`src/fesp_regs.vh`:
```
// Constants of the flash erase, pause and power-down sequencer.
// Assumes a 25 MHz sequencer clock and a mode 0 serial link.
`ifndef FESP_REGS_VH
`define FESP_REGS_VH

// Opcodes handled by the sequencer.
`define FESP_OPC_LATCH_SET 8'h06
`define FESP_OPC_LATCH_CLR 8'h04
`define FESP_OPC_STATUS_READ 8'h05
`define FESP_OPC_ERASE_32K 8'h52
`define FESP_OPC_ERASE_64K 8'hD8
`define FESP_OPC_ERASE_ALL_A 8'hC7
`define FESP_OPC_ERASE_ALL_B 8'h60
`define FESP_OPC_PAUSE 8'h75
`define FESP_OPC_RESUME 8'h7A
`define FESP_OPC_POWER_DOWN 8'hB9
`define FESP_OPC_RELEASE 8'hAB

// Frame bit counts.
`define FESP_BITCNT_ZERO 6'h00
`define FESP_BITCNT_ONE 6'h01
`define FESP_BITCNT_MAX 6'h3F
`define FESP_OPC_LAST 6'h07
`define FESP_OPC_BITS 6'h08
`define FESP_ADDR_LAST 6'h1F
`define FESP_ADDR_BITS 6'h20

// Block address masks and erase kinds.
`define FESP_MASK_32K 24'hFF8000
`define FESP_MASK_64K 24'hFF0000
`define FESP_ADDR_ZERO 24'h000000
`define FESP_KIND_NONE 2'h0
`define FESP_KIND_32K 2'h1
`define FESP_KIND_64K 2'h2
`define FESP_KIND_ALL 2'h3

// Status byte field positions and read bit index.
`define FESP_SR_BUSY 0
`define FESP_SR_LATCH 1
`define FESP_SR_PAUSED 7
`define FESP_SR_FIRST 3'h7
`define FESP_SR_SECOND 3'h6
`define FESP_SR_IDX_ONE 3'h1
`define FESP_SR_EMPTY 8'h00

// Timing, in ns, and the derived cycle counts (longest times round down).
`define FESP_CLK_NS 40
`define FESP_CYC_PER_US (1000 / `FESP_CLK_NS)
`define FESP_PAUSE_LAT_NS 20000
`define FESP_PD_ENTRY_NS 3000
`define FESP_WAKE_NS 3000
`define FESP_PAUSE_LAT_CYC ((`FESP_PAUSE_LAT_NS / `FESP_CLK_NS) < 1 ? 1 : (`FESP_PAUSE_LAT_NS / `FESP_CLK_NS))
`define FESP_PD_ENTRY_CYC ((`FESP_PD_ENTRY_NS / `FESP_CLK_NS) < 1 ? 1 : (`FESP_PD_ENTRY_NS / `FESP_CLK_NS))
`define FESP_WAKE_CYC ((`FESP_WAKE_NS / `FESP_CLK_NS) < 1 ? 1 : (`FESP_WAKE_NS / `FESP_CLK_NS))
`define FESP_CNT_ZERO 32'h00000000
`define FESP_CNT_ONE 32'h00000001

`endif

```
`src/fesp_sync.v`:
```
// Three-stage input synchroniser with agreement filter.
// Assumes rst_n is already synchronous to sys_clk.
`timescale 1ns/100ps
module fesp_sync #(
  parameter [0:0] INIT = 1'b0
) (
  // Clock and reset
  input wire sys_clk,
  input wire rst_n,
  // Pin and clean copy
  input wire din,
  output reg dout
);
  reg ff1;
  reg ff2;
  reg ff3;

  // A change is taken only when the second and third stages agree.
  always @(posedge sys_clk or negedge rst_n) begin
    if (!rst_n) begin
      ff1 <= INIT;
      ff2 <= INIT;
      ff3 <= INIT;
      dout <= INIT;
    end else begin
      ff1 <= din;
      ff2 <= ff1;
      ff3 <= ff2;
      if (ff2 == ff3) begin
        dout <= ff3;
      end
    end
  end
endmodule // fesp_sync

```
`src/fesp_timer.v`:
```
// Loadable down counter that pulses once when it runs out.
// Assumes load values of at least one cycle.
`timescale 1ns/100ps
`include "fesp_regs.vh"
module fesp_timer (
  // Clock and reset
  input wire sys_clk,
  input wire rst_n,
  // Control
  input wire load,
  input wire [31:0] load_val,
  input wire hold,
  // Result
  output reg expire
);
  reg [31:0] count;

  // Holding freezes the remainder, so a paused erase resumes where it stopped.
  always @(posedge sys_clk or negedge rst_n) begin
    if (!rst_n) begin
      count <= `FESP_CNT_ZERO;
      expire <= 1'b0;
    end else begin
      expire <= 1'b0;
      if (load) begin
        count <= load_val;
      end else if (!hold && count != `FESP_CNT_ZERO) begin
        count <= count - `FESP_CNT_ONE;
        if (count == `FESP_CNT_ONE) begin
          expire <= 1'b1;
        end
      end
    end
  end
endmodule // fesp_timer

```
`src/fesp_top.v`:
```
// Erase, pause and power-down sequencer of a serial NOR flash.
// Assumes a mode 0 link much slower than sys_clk and an external array.
// Behaviour
// - Opcode 52h with 24-bit address erases the containing 32 KB block.
// - Opcode D8h with 24-bit address erases the containing 64 KB block.
// - Opcode C7h or 60h without address erases the whole array.
// - Erase commands are taken only while the write latch flag is set.
// - Busy reads 1 during a self-timed erase; status reads keep working.
// - Finishing an erase clears the write latch flag.
// - Protected block targets skip block erase; any protection skips chip erase.
// - Opcode 75h pauses a running block erase.
// - While erase is paused, status write and all erases are refused.
// - While program is paused, status write and programs are refused.
// - Pause during chip erase is ignored; chip erase goes on.
// - Pause is taken only with paused flag 0 and busy 1.
// - Pause sets paused flag at once, drops busy within pause latency.
// - Power loss ends the paused state and clears the paused flag.
// - Opcode 7Ah is taken only with paused flag 1 and busy 0.
// - Resume clears paused flag at once and sets busy within 200 ns.
// - Resume is ignored when the pause was ended by power loss.
// - Aligned B9h enters low-power standby after the entry time.
// - In standby only ABh is recognised, status reads included.
`timescale 1ns/100ps
`include "fesp_regs.vh"
module fesp_top #(
  parameter HALF_BLOCK_ERASE_US = 1000,
  parameter LARGE_BLOCK_ERASE_US = 2000,
  parameter FULL_ARRAY_ERASE_US = 10000
) (
  // Clock and reset
  input wire sys_clk,
  input wire reset_n,
  // Serial link
  input wire spi_sclk,
  input wire spi_cs_n,
  input wire spi_mosi,
  output reg spi_miso,
  output reg spi_miso_oe,
  // Protection answers
  input wire target_protected,
  input wire any_protected,
  // Protection query
  output reg [23:0] query_base,
  output reg [1:0] query_kind,
  // Array erase control
  output reg [23:0] erase_base,
  output reg [1:0] erase_kind,
  output reg erase_run,
  output reg erase_done,
  // Status
  output reg busy_flag,
  output reg write_latch_flag,
  output reg paused_op_flag,
  output reg low_power
);
  localparam [31:0] HALF_BLOCK_ERASE_CYC = HALF_BLOCK_ERASE_US * `FESP_CYC_PER_US;
  localparam [31:0] LARGE_BLOCK_ERASE_CYC = LARGE_BLOCK_ERASE_US * `FESP_CYC_PER_US;
  localparam [31:0] FULL_ARRAY_ERASE_CYC = FULL_ARRAY_ERASE_US * `FESP_CYC_PER_US;
  localparam [31:0] PAUSE_LATENCY_CYC = `FESP_PAUSE_LAT_CYC;
  localparam [31:0] POWER_DOWN_ENTRY_CYC = `FESP_PD_ENTRY_CYC;
  localparam [31:0] WAKE_UP_CYC = `FESP_WAKE_CYC;

  localparam [6:0] ST_IDLE = 7'h01;
  localparam [6:0] ST_ERASE = 7'h02;
  localparam [6:0] ST_PAUSING = 7'h04;
  localparam [6:0] ST_PAUSED = 7'h08;
  localparam [6:0] ST_PD_ENTRY = 7'h10;
  localparam [6:0] ST_PD = 7'h20;
  localparam [6:0] ST_WAKE = 7'h40;
  reg rst_ff1, rst_ff2;
  wire rst_n, sclk_q, cs_n_q, mosi_q;
  reg sclk_prev, cs_prev;
  reg [5:0] bit_cnt;
  reg [31:0] shift_in;
  reg [7:0] opcode, status_byte;
  reg read_active;
  reg [2:0] tx_idx;
  reg [6:0] state, next_state;
  reg next_busy, next_paused, next_latch, next_erase_done;
  reg [23:0] next_erase_base;
  reg [1:0] next_erase_kind;
  reg op_load, aux_load;
  reg [31:0] op_load_val, aux_load_val;
  wire op_expire, aux_expire;
  wire [7:0] opc_now;
  wire [23:0] addr_now;
  wire sclk_rise, cs_fall, cs_rise, one_byte, addr_cmd, read_allowed;
  // Reset is released through two flops so every block leaves reset together.
  always @(posedge sys_clk or negedge reset_n) begin
    if (!reset_n) begin
      rst_ff1 <= 1'b0;
      rst_ff2 <= 1'b0;
    end else begin
      rst_ff1 <= 1'b1;
      rst_ff2 <= rst_ff1;
    end
  end
  assign rst_n = rst_ff2;
  // Link pins.
  fesp_sync #(.INIT(1'b0)) u_sync_sclk (
    .sys_clk(sys_clk),
    .rst_n(rst_n),
    .din(spi_sclk),
    .dout(sclk_q)
  );
  fesp_sync #(.INIT(1'b1)) u_sync_cs (
    .sys_clk(sys_clk),
    .rst_n(rst_n),
    .din(spi_cs_n),
    .dout(cs_n_q)
  );
  fesp_sync #(.INIT(1'b0)) u_sync_mosi (
    .sys_clk(sys_clk),
    .rst_n(rst_n),
    .din(spi_mosi),
    .dout(mosi_q)
  );
  // All three pins see the same delay, so data stays aligned with its edge.
  always @(posedge sys_clk or negedge rst_n) begin
    if (!rst_n) begin
      sclk_prev <= 1'b0;
      cs_prev <= 1'b1;
    end else begin
      sclk_prev <= sclk_q;
      cs_prev <= cs_n_q;
    end
  end
  assign sclk_rise = sclk_q & ~sclk_prev & ~cs_n_q;
  assign cs_fall = ~cs_n_q & cs_prev;
  assign cs_rise = cs_n_q & ~cs_prev;
  assign opc_now = {shift_in[6:0], mosi_q};
  assign addr_now = {shift_in[22:0], mosi_q};
  // Only exact frame lengths count; other deselects drop the command.
  assign one_byte = (bit_cnt == `FESP_OPC_BITS);
  assign addr_cmd = (bit_cnt == `FESP_ADDR_BITS);
  assign read_allowed = (state != ST_PD) && (state != ST_WAKE);
  // Frame receiver and protection query.
  always @(posedge sys_clk or negedge rst_n) begin
    if (!rst_n) begin
      bit_cnt <= `FESP_BITCNT_ZERO;
      shift_in <= `FESP_CNT_ZERO;
      opcode <= `FESP_SR_EMPTY;
      query_base <= `FESP_ADDR_ZERO;
      query_kind <= `FESP_KIND_NONE;
    end else if (cs_fall) begin
      bit_cnt <= `FESP_BITCNT_ZERO;
      opcode <= `FESP_SR_EMPTY;
      query_kind <= `FESP_KIND_NONE;
    end else if (sclk_rise) begin
      shift_in <= {shift_in[30:0], mosi_q};
      if (bit_cnt != `FESP_BITCNT_MAX) begin
        bit_cnt <= bit_cnt + `FESP_BITCNT_ONE;
      end
      if (bit_cnt == `FESP_OPC_LAST) begin
        opcode <= opc_now;
      end
      if (bit_cnt == `FESP_ADDR_LAST && state == ST_IDLE) begin
        if (opcode == `FESP_OPC_ERASE_32K) begin
          query_base <= addr_now & `FESP_MASK_32K;
          query_kind <= `FESP_KIND_32K;
        end else if (opcode == `FESP_OPC_ERASE_64K) begin
          query_base <= addr_now & `FESP_MASK_64K;
          query_kind <= `FESP_KIND_64K;
        end
      end
    end
  end
  // The status byte is sampled bit by bit, so repeated bytes show live busy.
  always @* begin
    status_byte = `FESP_SR_EMPTY;
    status_byte[`FESP_SR_BUSY] = busy_flag;
    status_byte[`FESP_SR_LATCH] = write_latch_flag;
    status_byte[`FESP_SR_PAUSED] = paused_op_flag;
  end

  // Data leaves just after each rising edge; the sync delay is too long to
  // meet a falling-edge launch, and the host samples on the next rise.
  always @(posedge sys_clk or negedge rst_n) begin
    if (!rst_n) begin
      read_active <= 1'b0;
      tx_idx <= `FESP_SR_FIRST;
      spi_miso <= 1'b0;
      spi_miso_oe <= 1'b0;
    end else if (cs_n_q) begin
      read_active <= 1'b0;
      spi_miso_oe <= 1'b0;
    end else if (sclk_rise) begin
      if (bit_cnt == `FESP_OPC_LAST && opc_now == `FESP_OPC_STATUS_READ && read_allowed) begin
        read_active <= 1'b1;
        spi_miso_oe <= 1'b1;
        spi_miso <= status_byte[`FESP_SR_FIRST];
        tx_idx <= `FESP_SR_SECOND;
      end else if (read_active) begin
        spi_miso <= status_byte[tx_idx];
        tx_idx <= tx_idx - `FESP_SR_IDX_ONE;
      end
    end
  end

  // Sequencer decisions.
  always @* begin
    next_state = state;
    next_busy = busy_flag;
    next_paused = paused_op_flag;
    next_latch = write_latch_flag;
    next_erase_done = 1'b0;
    next_erase_base = erase_base;
    next_erase_kind = erase_kind;
    op_load = 1'b0;
    op_load_val = FULL_ARRAY_ERASE_CYC;
    aux_load = 1'b0;
    aux_load_val = PAUSE_LATENCY_CYC;
    case (state)
      ST_IDLE: begin
        if (cs_rise && one_byte) begin
          case (opcode)
            `FESP_OPC_LATCH_SET: next_latch = 1'b1;
            `FESP_OPC_LATCH_CLR: next_latch = 1'b0;
            `FESP_OPC_ERASE_ALL_A, `FESP_OPC_ERASE_ALL_B: begin
              if (write_latch_flag && !any_protected) begin
                next_state = ST_ERASE;
                next_busy = 1'b1;
                next_erase_base = `FESP_ADDR_ZERO;
                next_erase_kind = `FESP_KIND_ALL;
                op_load = 1'b1;
                op_load_val = FULL_ARRAY_ERASE_CYC;
              end
            end
            `FESP_OPC_POWER_DOWN: begin
              next_state = ST_PD_ENTRY;
              aux_load = 1'b1;
              aux_load_val = POWER_DOWN_ENTRY_CYC;
            end
            default: begin
            end
          endcase
        end else if (cs_rise && addr_cmd && query_kind != `FESP_KIND_NONE) begin
          if (write_latch_flag && !target_protected) begin
            next_state = ST_ERASE;
            next_busy = 1'b1;
            next_erase_base = query_base;
            next_erase_kind = query_kind;
            op_load = 1'b1;
            if (query_kind == `FESP_KIND_32K) begin
              op_load_val = HALF_BLOCK_ERASE_CYC;
            end else begin
              op_load_val = LARGE_BLOCK_ERASE_CYC;
            end
          end
        end
      end
      ST_ERASE: begin
        // Completion wins over a pause that lands in the same cycle.
        if (op_expire) begin
          next_state = ST_IDLE;
          next_busy = 1'b0;
          next_latch = 1'b0;
          next_erase_done = 1'b1;
        end else if (cs_rise && one_byte && opcode == `FESP_OPC_PAUSE) begin
          if (!paused_op_flag && busy_flag && erase_kind != `FESP_KIND_ALL) begin
            next_state = ST_PAUSING;
            next_paused = 1'b1;
            aux_load = 1'b1;
            aux_load_val = PAUSE_LATENCY_CYC;
          end
        end
      end
      ST_PAUSING: begin
        if (aux_expire) begin
          next_state = ST_PAUSED;
          next_busy = 1'b0;
        end
      end
      ST_PAUSED: begin
        // Status write and every erase opcode fall through unrecognised here;
        // no program path exists, so a paused program can never arise.
        if (cs_rise && one_byte) begin
          case (opcode)
            `FESP_OPC_LATCH_SET: next_latch = 1'b1;
            `FESP_OPC_LATCH_CLR: next_latch = 1'b0;
            `FESP_OPC_RESUME: begin
              if (paused_op_flag && !busy_flag) begin
                next_state = ST_ERASE;
                next_paused = 1'b0;
                next_busy = 1'b1;
              end
            end
            default: begin
            end
          endcase
        end
      end
      ST_PD_ENTRY: begin
        if (aux_expire) begin
          next_state = ST_PD;
        end
      end
      ST_PD: begin
        if (cs_rise && one_byte && opcode == `FESP_OPC_RELEASE) begin
          next_state = ST_WAKE;
          aux_load = 1'b1;
          aux_load_val = WAKE_UP_CYC;
        end
      end
      ST_WAKE: begin
        if (aux_expire) begin
          next_state = ST_IDLE;
        end
      end
      default: begin
        next_state = ST_IDLE;
      end
    endcase
  end

  // Erase time runs only in the erase state and freezes while paused.
  fesp_timer u_op_timer (
    .sys_clk(sys_clk),
    .rst_n(rst_n),
    .load(op_load),
    .load_val(op_load_val),
    .hold(state != ST_ERASE),
    .expire(op_expire)
  );

  // Pause latency, standby entry and wake-up share one counter.
  fesp_timer u_aux_timer (
    .sys_clk(sys_clk),
    .rst_n(rst_n),
    .load(aux_load),
    .load_val(aux_load_val),
    .hold(1'b0),
    .expire(aux_expire)
  );

  // A power loss is a reset: nothing paused survives, so resume finds nothing.
  always @(posedge sys_clk or negedge rst_n) begin
    if (!rst_n) begin
      state <= ST_IDLE;
      busy_flag <= 1'b0;
      paused_op_flag <= 1'b0;
      write_latch_flag <= 1'b0;
      erase_base <= `FESP_ADDR_ZERO;
      erase_kind <= `FESP_KIND_NONE;
      erase_run <= 1'b0;
      erase_done <= 1'b0;
      low_power <= 1'b0;
    end else begin
      state <= next_state;
      busy_flag <= next_busy;
      paused_op_flag <= next_paused;
      write_latch_flag <= next_latch;
      erase_base <= next_erase_base;
      erase_kind <= next_erase_kind;
      erase_run <= (next_state == ST_ERASE);
      erase_done <= next_erase_done;
      low_power <= (next_state == ST_PD);
    end
  end
endmodule // fesp_top

```
`config.mk`:
```
export PLATFORM = sky130hd
export DESIGN_NAME = fesp_top
export DESIGN_NICKNAME = d
export VERILOG_FILES = /design/src/fesp_sync.v /design/src/fesp_timer.v /design/src/fesp_top.v
export VERILOG_INCLUDE_DIRS = /design/src
export SDC_FILE = /design/constraint.sdc
export NUM_CORES = 1
export LEC_CHECK = 0
export BUFFER_PORTS_ARGS = -buffer_cell sky130_fd_sc_hd__buf_2
export CAP_MARGIN = 20
export CORE_ASPECT_RATIO = 1.1
export CORE_MARGIN = 8
export CORE_UTILIZATION = 49
export CTS_CLUSTER_SIZE = 40
export DETAILED_ROUTE_END_ITERATION = 8
export GPL_ROUTABILITY_DRIVEN = 0
export PLACE_DENSITY = 0.69
export SLEW_MARGIN = 40
export SYNTH_ARGS = -nofsm -noshare
export SYNTH_HDL_FRONTEND = slang
export SYNTH_SLANG_ARGS = --single-unit
```
`constraint.sdc`:
```
create_clock -name sys_clk -period 10.4 [get_ports sys_clk]
set_clock_uncertainty 0.05 [all_clocks]
set_input_delay 1.56 -clock sys_clk [delete_from_list [all_inputs] [get_ports sys_clk]]
set_output_delay 1.56 -clock sys_clk [all_outputs]
set_load 0.02 [all_outputs]
```
# Word-level counts from Yosys, hierarchy flattened
# Cells that the tools add are included.
totals:
  in_bits: 7
  word_cells: 256
  output_inout_bits: 60
  ff_bits: 189
op_classes:
  add_sub_neg: 4
  bitwise_logic: 8
  mux: 103
  n_eq_ne: 51
  order_cmp: 1
  reduce_logical: 52
ops:
  columns: ["cell", "count"]
  rows:
  - ["24-bit two-way mux", 7]
  - ["32-bit two-way mux", 4]
  - ["7-bit two-way mux", 14]
  - ["18-bit two-way mux", 4]
  - ["32-bit by 1-bit equality test with 1-bit output, second input constant", 2]
  - ["32-bit nonzero test", 2]
  - ["32-bit by 1-bit subtractor with 32-bit output, second input constant", 2]
  - ["7-bit one-hot mux with 7 select lines", 1]
  - ["1-bit two-way mux", 43]
  - ["8-bit by 7-bit equality test with 1-bit output, second input constant", 4]
  - ["8-bit equality test, second input constant", 4]
  - ["2-bit nonzero test", 15]
  - ["9-bit two-way mux", 3]
  - ["8-bit by 3-bit equality test with 1-bit output, second input constant", 3]
  - ["8-bit two-way mux", 3]
  - ["2-bit two-way mux", 10]
  - ["6-bit two-way mux", 3]
  - ["9-bit one-hot mux with 2 select lines", 1]
  - ["16-bit two-way mux", 1]
  - ["2-bit != test, second input constant", 8]
  - ["1-bit logical AND", 15]
  - ["7-bit by 2-bit equality test with 1-bit output, second input constant", 2]
  - ["7-bit by 6-bit equality test with 1-bit output, second input constant", 2]
  - ["7-bit one-hot mux with 2 select lines", 1]
  - ["39 further kinds", 65]

# Logic depth before layout (Yosys ltp)
logic_depth:
  word_depth: 8
  depth_mapped: 10
  ltp_nobuf: 8

# Hierarchy
# Synthesis repeated with hierarchy kept, for this count alone.
unflattened:
  cells_unflattened: 900
  hier_area_um2: 8748.4
modules_own_cells:
  columns: ["mod", "area_each_um2", "cells_each", "instances", "seq_area_each_um2"]
  rows:
  - ["fesp_top", 4170.2, 396, 1, 2033.2]
  - ["fesp_timer at u_aux_timer", 2167.1, 245, 1, 825.8]
  - ["fesp_timer at u_op_timer", 2072.0, 244, 1, 825.8]
  - ["fesp_sync at u_sync_mosi ...", 111.4, 5, 2, 100.1]
  - ["fesp_sync at u_sync_cs", 116.4, 5, 1, 105.1]

# Worst setup path after synthesis
# No wires, ideal clock.
synth_path:
  path_type: "register to register"
  startpoint: "reg u_op_timer.count[4]"
  endpoint: "reg u_op_timer.count[30]"
  n_path_buf: 2
  path_stages_with_launch: 9
  synth_period_minus_slack_ps: 3100
  arrival_ps: 2972
  setup_time_ps: 78
  required_ps: 10272
  setup_slack_ps: 7300
  path_cell_list: "dfrtp_1 -> or4_4 -> or4_1 -> buf_2 -> or3_1 -> or4_1 -> buf_2 -> or4_1 -> a21oi_1"
synth_between:
  elab_chain_cells: 3
  elab_cells_between_ends: 6
  cone_classes: "1 x add/sub; 2 x mux; 3 x reduce/logical"
synth_rtl:
  columns: ["item", "line_no", "rtl"]
  rows:
  - ["start: declaration", "fesp_timer.v:16", "reg [31:0] count;"]
  - ["start signal: assignment", "fesp_timer.v:21", "count <= `FESP_CNT_ZERO;"]
  - ["start signal: assignment", "fesp_timer.v:26", "count <= load_val;"]
  - ["start signal: assignment", "fesp_timer.v:28", "count <= count - `FESP_CNT_ONE;"]
  - ["32-bit by 1-bit subtractor with 32-bit output (no source line) or 32-bit nonzero test (tied branches)", null, null]
  - ["32-bit two-way mux or 1-bit logical AND (tied branches)", null, null]
  - ["32-bit two-way mux or 2-bit nonzero test (tied branches)", null, null]
# Several ways; a longest one is shown, not always the timed one. The select of a mux whose other input is x is not followed.
# A chain may end at the register's enable or synchronous reset.

# Final worst setup path
# Ends and elaborated chain as after synthesis.

==> impl_metrics.yaml <==
route:
  first_iter_violations: 441
  drc: 0
  dr.pass1.iters: 5
  avgViaCountPerCell: 5.845
  ant_nets: 0
  wl_per_cell_um: 16.83
  wl_um: 16900
  num_vias: 5868
worst_setup_path:
  crit_arrival_ns: 3.81
  crit_top_cell: "or4_1"
  slowest_stage: "or4_1"
  cp-start-kind: "register"
  crit_required_ns: 10.70
  rrSetupSlack_ns: 6.89
  cp.buffers_inverters: 0
  crit_family: "simple AND/OR/NAND/NOR gates"
  crit_chain: "or4_4 -> or4_1 -> or3_1 -> or4_1 -> or4_1 -> a21oi_1"
  path_class: "reg -> reg"
  cp_max_fo: 12
  worstRegToRegCells: 6
  worst-path-stages: 6
  cp_slowest_stage_delay_ns: 0.64
  end_kind: "register"
status:
  status: "completed"
synth:
  yosys-top-cells-count: "150 x dfrtp_1, 77 x nor2_1, 37 x nand2_1, 33 x nor3_1, 31 x mux2_2"
  netlist_top_cells_area: "dfrtp_1 48%, mux2_2 4.5%, nor2_1 3.7%"
  synth_async_sr_flop_share: 1.000
  ys_warn_count: 0
  yosysSeqAreaShare: 0.5095
  synth_area_leader_cell: "dfrtp_1"
  synthMostInstantiatedCell: "dfrtp_1"
  synth_edf_count: 0
  synth_top_area_frac: 0.4793
  synth_cell_types: 62
  synthCells: 765
  synth_ff_type: "dfrtp_1"
  avgSynthCellArea_um2: 10.24
  syn-cell-area_um2: 7831
  synth_seq_cells: 159
clock_tree:
  ctsHoldBuffers: 0
  cts_htree_levels: 4
  cts_tree: "built"
  cts_setup_buffers: 0
  clk_pin_slew_worst_paths_ns: 0.07
  clock_path_buffers: 2
  clk_latency_ns: 0.43
  cts_num_sinks: 159
  clockRootBuffer: "clkbuf_16"
  post_cts_resized: 0
  cts_buffers: 17
sta:
  hold_viol_final: 0
  min_period_over_period: 0.3374
  worst_slew_pin_slew_ns: 0.8015
  tns_ns: 0
  relSlewSlack: 0.4637
  hold_slack_ns: 0.2594
  setup_slack_ns: 6.891
  fmax_mhz: 285.0
  final-max-slew-violation-count: 0
  period_minus_slack_ns: 3.509
  grt_setup_unrepaired: "no"
  setup_viol: 0
job:
  maxCapViolCount: 0
finish:
  nFillCells: 1379
  n_antenna_cell: 0
  area_growth_pct: 9.906
  fin_util: 0.5491
  final_layout_size_suffix_gt1_frac: 0.1580
  nets: 805
  fin_cells: 1004
power_and_ir_drop:
  p_int_uw: 979.2
  clkPwrFrac: 0.438
  switching_share: 0.2513
  vdd_drop_max_mv: 0.1234
  p_leak_nw: 3.478
  power.density_nw_per_um2: 151.9
  p_switching_uw: 328.6
  p_comb_frac: 0.052
  power_frac_seq: 0.510
die:
  die_area_um2: 20290
  start_util: 0.4996
  core_area_um2: 15680
  io-pin-count: 67
  die_h_um: 148.6
  fp-row-count: 48
  die_w_um: 136.5
placed_design:
  dp_slack_ns: 6.676
  dp_hpwl_um: 12010
  port_buffers: 36
  dpl.cell_count: 972
global_route:
  track_usage: 0.1736
  antenna_found_initial: 0
  grt_pass1_wl_um: 28370
  grt_overflow: 0
  grt_max_degree: 66
  grt_pass1_vias: 5699
worst_hold_path:
  min_path_type: "reg -> async"
==> cells in the final DEF (no fill, tap or decap), drive strengths merged, types with 5 or more instances in the layout <==
cell type	instances
conb	31
xnor2	25
nor4b	9
nand2b	7
nor2	77
nand2	37
nor4	17
buf	39
a21oi	29
o31ai	6
mux2	31
and2	9
nor3	33
or4	8
and3	5
a22o	17
nand4	10
or3	18
o2111ai	7
dfstp	9
xor2	21
o21ai	27
clkbuf	19
o211ai	7
or2	8
nor2b	5
a31oi	8
dfrtp	150
inv	30
ha	7
nand3	27
mux2i	6
==> area by class of cell <==
cell class                 instances  area (µm²)  share of cell area
tap                              200       250.2             0.02907
timing repair buffer              39       206.4             0.02399
multi-input combinational        551        3532              0.4104
sequential                       159        3994              0.4640
clock buffer                      19       432.9             0.05030
inverter                          23       86.33             0.01003
clock inverter                    13       105.1             0.01221
==> per-layer routing <==
metal / wire length [µm] / GRT usage / share of wire / vias up
met1: 7251 / 0.2204 / 0.43 / 2914
li1: - / - / - / 2757
met4: 286 / 0.05937 / 0.017 / 0
met5: 0 / 0 / 0 / -
met2: 8468 / 0.2832 / 0.50 / 166
met3: 891 / 0.04150 / 0.053 / 31
==> power by group through the flow <==
stage	clock network, mW	logic [mW]	registers (mW)
finish	0.572	0.0683	0.667
global placement	0	0.0638	0.677
global route	0.612	0.0762	0.671
detailed placement	0	0.0695	0.679
floorplan	0	0.0552	0.679
CTS	0.582	0.0699	0.667
==> flip-flops by register name, indices dropped and copies added, names as in the netlist, 2 cells and up <==
| register | flops |
|---|---|
| erase_base | 9 |
| query_base | 9 |
| state | 7 |
| erase_kind | 2 |
| shift_in | 23 |
| u_aux_timer.count | 32 |
| query_kind | 2 |
| u_op_timer.count | 32 |
| tx_idx | 3 |
| opcode | 8 |
| bit_cnt | 6 |
==> cell families after synthesis <==
kind of cell / after synthesis / synth area share
AND/OR/NAND/NOR: 291 / 0.1968
XOR/XNOR: 46 / 0.05145
AO/OA/AOI/OAI: 136 / 0.1189
other: 2 / 0.0009590
flip-flops: 159 / 0.5095
buffers and inverters: 84 / 0.05512
multiplexers: 37 / 0.05224
adder cells (fa/ha/maj): 10 / 0.01502
==> path summary, 6_finish.rpt <==
path / from / to
hold / removal: rst_ff2 / u_aux_timer.expire
setup reg to reg: u_op_timer.count[4] / u_op_timer.count[30]
max in group asynchronous: rst_ff2 / u_op_timer.count[27]
hold reg to reg: rst_ff2 / u_aux_timer.expire
setup / recovery: u_op_timer.count[4] / u_op_timer.count[30]
min in group sys_clk: u_sync_mosi.ff1 / u_sync_mosi.ff2
==> through the flow <==
| step | area (µm²) | total power [mW] |
|---|---|---|
| global placement | 8054 | 0.7409 |
| finish | 8607 | 1.308 |
| CTS | 8601 | 1.320 |
| global route | 8607 | 1.359 |
| detailed placement | 8063 | 0.7481 |
| floorplan | 7940 | 0.7343 |
No activity file was read; power rests on OpenSTA's default activity.
